### config.mk
export PLATFORM = sky130hd
export DESIGN_NAME = vid_slew_startup_sequencer
export DESIGN_NICKNAME = d
export VERILOG_FILES = /design/src/vid_seq_pkg.sv /design/src/vid_slew_ramp.sv /design/src/vid_slew_startup_sequencer.sv
export SDC_FILE = /design/constraint.sdc
export NUM_CORES = 1
export LEC_CHECK = 0
export ABC_AREA = 0
export ABC_CLOCK_PERIOD_IN_PS = 4600
export BUFFER_PORTS_ARGS = -buffer_cell sky130_fd_sc_hd__buf_2
export CELL_PAD_IN_SITES_DETAIL_PLACEMENT = 1
export CELL_PAD_IN_SITES_GLOBAL_PLACEMENT = 1
export CORE_MARGIN = 4
export CORE_UTILIZATION = 46
export CTS_CLUSTER_SIZE = 28
export DETAILED_ROUTE_END_ITERATION = 8
export PLACE_DENSITY = 0.8
export SYNTH_ARGS = -nofsm -noshare
export SYNTH_HDL_FRONTEND = slang
export SYNTH_SLANG_ARGS = --single-unit
### constraint.sdc
create_clock -name MCLK -period 4.6 [get_ports MCLK]
set_clock_uncertainty 0.05 [all_clocks]
set_input_delay 0.46 -clock MCLK [delete_from_list [all_inputs] [get_ports MCLK]]
set_output_delay 0.46 -clock MCLK [all_outputs]
set_load 0.005 [all_outputs]
### src/vid_seq_pkg.sv
/*
 constants, register map and state encodings of the voltage sequencer.
 assumes one 25 MHz clock and an asynchronous active-low power-on reset.
*/
// Function
// - top bit of target code ignored
// - soft-start uses slow slew rate default
// - alert released while transition runs
// - blanking ends 4 us after target reached
// - skip control low in normal operation
// - skip control high on downward change
// - reset clears fault latch, loads defaults
// - no switching while bias undervoltage lockout
// - reference needs sys enable, bias, EN
// - ramp to target at slow slew rate
// - alert signals startup done at target; code drives alert only on ALARM or latched fault, STARTUP_DONE flags done
// - alert released in normal conversion
// - alert low on alarm or fault
package vid_seq_pkg;
   // ****************************************
   // register map
   // ****************************************
   localparam logic [7:0] SLEW_OFS = 8'h06; // slow slew-rate setting
   localparam logic [7:0] TARGET_OFS = 8'h07; // target-voltage code
   localparam logic [7:0] SLEW_RST = 8'h01; // default slow rate, steps per tick
   localparam logic [7:0] TARGET_RST = 8'h00; // default target code
   localparam logic [6:0] CODE_MASK = 7'h7F; // seven code bits
   // ****************************************
   // setpoint mapping, millivolts
   // ****************************************
   localparam int BASE_MV = 490; // millivolts at code zero, so 0x5E lands on 1430
   localparam int STEP_MV = 10; // millivolts per code step
   // ****************************************
   // timing
   // ****************************************
   localparam int CLK_MHZ = 25; // clock rate
   localparam int BLANK_TAIL_NS = 4000; // blanking tail after target reached
   localparam int BLANK_TAIL_CYC = (BLANK_TAIL_NS * CLK_MHZ) / 1000;
   localparam int SLEW_TICK_CYC = 25; // cycles per slew tick, 1 us
   localparam int REF_SETTLE_CYC = 25; // reference settle cycles
   // ****************************************
   // sequencer states, one-hot
   // ****************************************
   typedef enum logic [4:0] {
      ST_OFF = 5'b0_0001,
      ST_REF = 5'b0_0010,
      ST_RAMP = 5'b0_0100,
      ST_TAIL = 5'b0_1000,
      ST_RUN = 5'b1_0000
   } seq_state_t;
   // code to millivolts, used by the sequencer
   function automatic logic [11:0] code_to_mv(input logic [7:0] code);
      code_to_mv = 12'(BASE_MV + STEP_MV * int'(code[6:0]));
   endfunction
endpackage

### src/vid_slew_ramp.sv
/*
 slew ramp: steps the internal setpoint code toward the target.
 assumes the sequencer starts it and supplies a one-cycle tick enable.
*/
`timescale 1ns/10ps
module vid_slew_ramp import vid_seq_pkg::*; (
   input wire logic clk,
   input wire logic arst_n,
   input wire logic run, // ramp allowed
   input wire logic tick, // one-cycle slew enable
   input wire logic [7:0] rate, // code steps per tick
   input wire logic [6:0] target, // goal code
   output logic [6:0] dac_code, // present setpoint code
   output logic at_target // setpoint equals goal
);
   logic [6:0] dac_r, dac_nxt; // setpoint code register
   // ****************************************
   // stepper
   // ****************************************
   // step by rate, clamp at goal so no overshoot
   always_comb begin
      dac_nxt = dac_r;
      if (!run) begin
         dac_nxt = 7'h00;
      end else if (tick && dac_r < target) begin
         dac_nxt = (target - dac_r > rate[6:0]) ? 7'(dac_r + rate[6:0]) : target;
      end else if (tick && dac_r > target) begin
         dac_nxt = (dac_r - target > rate[6:0]) ? 7'(dac_r - rate[6:0]) : target;
      end
   end
   always_ff @(posedge clk or negedge arst_n) begin
      if (!arst_n) begin
         dac_r <= 7'h00;
      end else begin
         dac_r <= dac_nxt;
      end
   end
   assign dac_code = dac_r;
   assign at_target = (dac_r == target);
endmodule // vid_slew_ramp

### src/vid_slew_startup_sequencer.sv
/*
 startup sequencer, setpoint and alert/skip control of the regulator.
 assumes register writes arrive as a one-cycle strobe from the serial
 interface and that alarm/fault levels are synchronous to MCLK.
*/
`timescale 1ns/10ps
module vid_slew_startup_sequencer import vid_seq_pkg::*; (
   input wire logic MCLK,
   input wire logic ARST_N, // power-on reset
   input wire logic REG_WE, // register write strobe
   input wire logic [7:0] REG_ADDR, // register offset
   input wire logic [7:0] REG_WDATA, // write data
   output logic [7:0] REG_RDATA, // read data
   input wire logic SYS_EN, // system enable
   input wire logic BIAS_OK, // bias above 4.5 V
   input wire logic EN, // enable pin
   input wire logic REF_OK, // reference in regulation
   input wire logic ALARM, // alarm event level
   input wire logic FAULT, // fault condition level
   output logic REF_ON, // reference power up
   output logic SWITCH_EN, // switching allowed
   output logic [11:0] SETPOINT_MV, // setpoint millivolts
   output logic STARTUP_DONE, // startup reached target
   output logic skip_mode_ctrl_n, // skip control to driver
   output logic INT_N_O, // alert pin output value
   output logic INT_N_OE_N // alert drive enable, low drives
);
   // ****************************************
   // registers
   // ****************************************
   logic [7:0] slew_rate_setting_r, slew_nxt; // slow slew rate
   logic [7:0] target_r, target_nxt; // target code
   logic down_r, down_nxt; // downward transition in progress
   logic [6:0] dac_code; // present setpoint code, from the ramp
   logic at_target; // setpoint equals goal, from the ramp
   // register writes; a lower code arms the down flag
   always_comb begin
      slew_nxt = slew_rate_setting_r;
      target_nxt = target_r;
      down_nxt = down_r;
      if (REG_WE && REG_ADDR == SLEW_OFS) begin
         slew_nxt = REG_WDATA;
      end else if (REG_WE && REG_ADDR == TARGET_OFS) begin
         target_nxt = REG_WDATA;
         if ((REG_WDATA[6:0] & CODE_MASK) < dac_code) begin
            down_nxt = 1'b1;
         end
      end
      if (at_target && !(REG_WE && REG_ADDR == TARGET_OFS)) begin
         down_nxt = 1'b0;
      end
   end
   always_ff @(posedge MCLK or negedge ARST_N) begin
      if (!ARST_N) begin
         slew_rate_setting_r <= SLEW_RST;
         target_r <= TARGET_RST;
         down_r <= 1'b0;
      end else begin
         slew_rate_setting_r <= slew_nxt;
         target_r <= target_nxt;
         down_r <= down_nxt;
      end
   end
   // read mux, unmapped offsets read zero
   always_comb begin
      if (REG_ADDR == SLEW_OFS) begin
         REG_RDATA = slew_rate_setting_r;
      end else if (REG_ADDR == TARGET_OFS) begin
         REG_RDATA = target_r;
      end else begin
         REG_RDATA = 8'h00;
      end
   end
   // ****************************************
   // sequencer
   // ****************************************
   seq_state_t st_r, st_nxt; // sequencer state
   logic [7:0] cnt_r, cnt_nxt; // settle / tail counter
   logic [4:0] tick_r, tick_nxt; // slew tick divider
   logic fault_r, fault_nxt; // fault latch
   logic done_r, done_nxt; // startup completed
   logic en_all; // all power-up conditions
   logic ramp_run; // ramp active
   logic tick; // slew enable pulse
   assign en_all = SYS_EN && BIAS_OK && EN;
   assign tick = (tick_r == 5'(SLEW_TICK_CYC - 1));
   assign ramp_run = (st_r == ST_RAMP) || (st_r == ST_TAIL) || (st_r == ST_RUN);
   // state walk; losing any enable drops straight back to off
   always_comb begin
      st_nxt = st_r;
      cnt_nxt = cnt_r;
      tick_nxt = tick ? 5'h00 : 5'(tick_r + 5'h01);
      fault_nxt = fault_r || FAULT;
      done_nxt = done_r;
      if (!en_all) begin
         st_nxt = ST_OFF;
         cnt_nxt = 8'h00;
         fault_nxt = FAULT; // toggling EN clears the latch
      end else begin
         case (st_r)
            ST_OFF: begin
               st_nxt = ST_REF;
               cnt_nxt = 8'h00;
            end
            ST_REF: begin
               cnt_nxt = 8'(cnt_r + 8'h01);
               if (REF_OK && cnt_r >= 8'(REF_SETTLE_CYC - 1)) begin
                  st_nxt = ST_RAMP;
               end
            end
            ST_RAMP: begin
               cnt_nxt = 8'h00;
               if (at_target) begin
                  st_nxt = ST_TAIL;
               end
            end
            ST_TAIL: begin
               cnt_nxt = 8'(cnt_r + 8'h01);
               if (!at_target) begin
                  st_nxt = ST_RAMP;
               end else if (cnt_r == 8'(BLANK_TAIL_CYC - 1)) begin
                  st_nxt = ST_RUN;
                  done_nxt = 1'b1;
               end
            end
            ST_RUN: begin
               if (!at_target) begin
                  st_nxt = ST_RAMP;
               end
            end
            default: begin
               st_nxt = ST_OFF;
            end
         endcase
      end
   end
   always_ff @(posedge MCLK or negedge ARST_N) begin
      if (!ARST_N) begin
         st_r <= ST_OFF;
         cnt_r <= 8'h00;
         tick_r <= 5'h00;
         fault_r <= 1'b0;
         done_r <= 1'b0;
      end else begin
         st_r <= st_nxt;
         cnt_r <= cnt_nxt;
         tick_r <= tick_nxt;
         fault_r <= fault_nxt;
         done_r <= done_nxt;
      end
   end
   // ramp uses whatever the slow-rate register holds, its default at startup
   vid_slew_ramp u_ramp (
      .clk(MCLK),
      .arst_n(ARST_N),
      .run(ramp_run),
      .tick(tick),
      .rate(slew_rate_setting_r),
      .target(target_r[6:0]),
      .dac_code(dac_code),
      .at_target(at_target)
   );
   // ****************************************
   // outputs
   // ****************************************
   logic blank; // transition blanking
   logic alert; // alert request
   assign blank = (st_r == ST_RAMP) || (st_r == ST_TAIL);
   assign alert = ALARM || fault_r;
   assign REF_ON = (st_r != ST_OFF);
   assign SWITCH_EN = ramp_run && BIAS_OK && !fault_r;
   assign SETPOINT_MV = code_to_mv({1'b0, dac_code});
   assign STARTUP_DONE = done_r;
   assign skip_mode_ctrl_n = down_r;
   assign INT_N_O = 1'b0;
   assign INT_N_OE_N = blank || !alert;
   // ****************************************
   // checks
   // ****************************************
   // cycles spent in the blanking tail; kept apart from cnt_r so that the
   // length check does not lean on the very counter that it checks
   logic [7:0] tail_age_r, tail_age_nxt; // tail cycles so far
   always_comb begin
      tail_age_nxt = 8'h00;
      if (st_r == ST_TAIL) begin
         tail_age_nxt = 8'(tail_age_r + 8'h01);
      end
   end
   always_ff @(posedge MCLK or negedge ARST_N) begin
      if (!ARST_N) begin
         tail_age_r <= 8'h00;
      end else begin
         tail_age_r <= tail_age_nxt;
      end
   end
endmodule // vid_slew_startup_sequencer

==> summary.txt <==
Logic synthesis
  • Syn_area_per_cell: 8.86 um2
  • Top FF cell, synth: dfrtp_1
  • Distinct cells, synth: 65
  • Async set-reset flop share out of synthesis: 100%
  • Synth warnings: 0
  • Post-synth EDFFs: 0
  • Synth area leader: dfrtp_1
  • Register area share after synthesis: 25.2%
  • Synth area leaders: dfrtp_1 24%, ha_1 17%, o21ai_0 4.1%
  • Mapped Cells: 495
  • FF+latch count, synth: 44
  • Yosys top cell area share: 24.0%
  • Synthesized cell area: 4390 um2

Global route
  • All-Layer GR Usage: 23.6%
  • Met3 GRT Util: 2.76%
  • Initial antenna violation count: 0
  • Largest net degree at the start of global routing: 45
  • GR peak layer: met2
  • Global-route track usage on met2: 40.2%
  • First-pass GRT wire length: 21.2 mm
  • Grt ovf: 0
  • GR met1 Demand/Resource: 31.7%
  • Vias in the first global route: 4142

CTS
  • Skew-Pair Late Insertion Delay: 310 ps
  • Clk buf depth: 2
  • Hold-fix buffers at CTS: 0
  • Root buffer cell: clkbuf_8
  • CTS Buf Count: 5
  • Worst-path clk slew: 90 ps
  • CTS tree: built
  • Post_cts resized: 0
  • H-Tree Depth: 2
  • CTS Sinks: 44
  • Post-CTS setup buffer count: 0

Worst setup path
  • Reg2Reg Depth: 14
  • Startpoint types: register
  • Kind of critical path: register to output pin
  • Reg2Reg Setup Slack: 880 ps
  • Critical path fanouts, max: 9
  • CP endpoint kind: output pin
  • Worst EP required: 4090 ps
  • Worst EP arrival: 3260 ps

STA
  • Maximum clock frequency: 266 MHz
  • Slew HR: 28.0%
  • Setup tns final: 0 ps
  • Tmin final: 3770 ps
  • Fin. max-slew vios: 0
  • Worst-Margin Slew: 1070 ps
  • WHS: 286 ps
  • Period utilization: 81.9%
  • RSZ-0062 raised after global routing: no
  • Final setup fails: 0
  • Final hold violations: 0

Detailed routing
  • Total number of vias: 3902
  • Drc violations: 0
  • Initial drt markers: 141
  • Pre-Repair DR Iteration Count: 4
  • Final WL: 12.8 mm
  • Drt via density: 5.88
  • Final ANT Viol Nets: 0
  • WL/cell: 19.3 um

Floorplanning
  • Core area: 9240 um2
  • Row Count: 35
  • Die area: 11200 um2
  • Starting density of the core: 47.5%
  • Die Wd: 106 um
  • Die Ht: 106 um
  • I/O pin cnt: 51

Finish
  • FF+latch area: 1100 um2
  • Nets: 623
  • N_diodes: 0
  • # fillers: 1097
  • Multi-input logic area: 3040 um2
  • Layout area overhead: 8.99%
  • Commonest non-fill, non-tap cell in the layout: ha_1
  • Share of post-route cells with drive strength above 1: 16.3%
  • Commonest non-fill, non-tap cells in the layout: 59 x ha_1, 48 x buf_2, 42 x dfrtp_1, 38 x inv_1, 36 x o21ai_0

Outcome
  • Outcome: finished, final reports clean

Pwr
  • P_sw: 0.000420 W
  • Leakage: 2.24 nW
  • Reg power frac: 38.1%
  • Net switching fraction of the power: 39.1%
  • Combinational power share: 37.9%
  • Clk pwr share: 24.0%
  • Max VDD drop: 0.160 mV
  • PD cells: 225 nW/um2
  • Internal: 0.000656 W

Min path
  • Min-Delay Path Class: input port to asynchronous set/reset pin

Place
  • Port Buffer Count: 48
  • DP HPWL: 10.4 mm
  • Routability cong.: 0.957

Flow run
  • MaxCap Viol Count: 0
==> flip-flops by register name, summed over array words and instances, names as in the netlist <==
name                 count
STARTUP_DONE             1
cnt_r                    8
fault_r                  1
skip_mode_ctrl_n         1
slew_rate_setting_r      8
st_r                     5
target_r                 8
tick_r                   5
u_ramp.dac_code          7
==> synth_stat cells, drive strengths merged (6+ instances only) <==
master	instances
a21o	13
dfrtp	42
nor2b	7
nor3	10
nand2	25
buf	15
o21ai	36
nand2b	7
a211oi	8
o211ai	6
xnor2	18
a22o	9
inv	38
a21oi	31
xor2	13
ha	59
mux2	16
nor2	33
and3	8
nand3	23
==> logic make-up after synthesis <==
| kind of cell | count (synthesis) | synth area share, % |
|---|---|---|
| simple gates | 142 | 17.3 |
| compound gates | 139 | 21.6 |
| fa+ha+maj | 64 | 19.1 |
| buf+inv | 56 | 5.62 |
| flops | 44 | 25.2 |
| xor+xnor | 32 | 6.70 |
| mux | 17 | 4.34 |
| other cells | 1 | 0.0855 |
==> through the flow <==
stage	cell area (um2)	cells	setup WS, ps	total power (W)	utilization (%)
CTS	4780	664	818	0.00108	51.7
global route	4780	664	549	0.00115	51.7
global placement	4690	656	1050	0.000804	50.8
floorplan	4390	496	1370	0.000706	-
detailed placement	4690	656	932	0.000814	50.8
finish	4780	664	835	0.00108	51.7
==> power groups by stage <==
stage	registers, W	clock network [W]	logic [W]
3_3_place_gp	0.000416	0	0.000388
4_1_cts	0.000410	0.000265	0.000401
3_5_place_dp	0.000417	0	0.000397
6_report	0.000410	0.000258	0.000408
2_1_floorplan	0.000409	0	0.000296
5_1_grt	0.000412	0.000285	0.000458
==> path summary, 6_finish.rpt <==
kind / startpoint / endpoint
worst max-delay path: u_ramp.dac_code[1]$_DFFE_PN0P_ / SETPOINT_MV[9]
worst min-delay path: ARST_N / fault_r$_DFF_PN0_
worst max register to register: u_ramp.dac_code[0]$_DFFE_PN0P_ / u_ramp.dac_code[1]$_DFFE_PN0P_
worst min register to register: STARTUP_DONE$_DFFE_PN0P_ / STARTUP_DONE$_DFFE_PN0P_
max in group asynchronous: ARST_N / slew_rate_setting_r[2]$_DFFE_PN0P_
min in group MCLK: FAULT / fault_r$_DFF_PN0_
==> final cells by class <==
class                   count  share of cell area (%)
clock buffers               6                    1.52
clock inverters             2                   0.262
inverters                  38                    2.98
multi-input cells         396                    63.6
flip-flops and latches     44                    23.1
well taps                 129                    3.38
repair buffers             49                    5.18
==> routing by layer <==
layer / vias up / share of wire [%]
li1: 1858 / -
met1: 1926 / 45
met2: 94 / 48
met3: 24 / 4.3
met4: 0 / 2.1
met5: - / 0
==> critical path, stage by stage (launching register included) <==
cell,delay (ps)
dfrtp_1,440
buf_4,210
ha_1,290
ha_1,200
inv_1,70
fa_1,400
nor2b_1,140
o21ai_0,100
nand2b_1,140
xnor2_1,160
nor3b_1,390
xnor3_1,280
buf_2,130
Note: power is estimated with default switching activity, not from simulation.
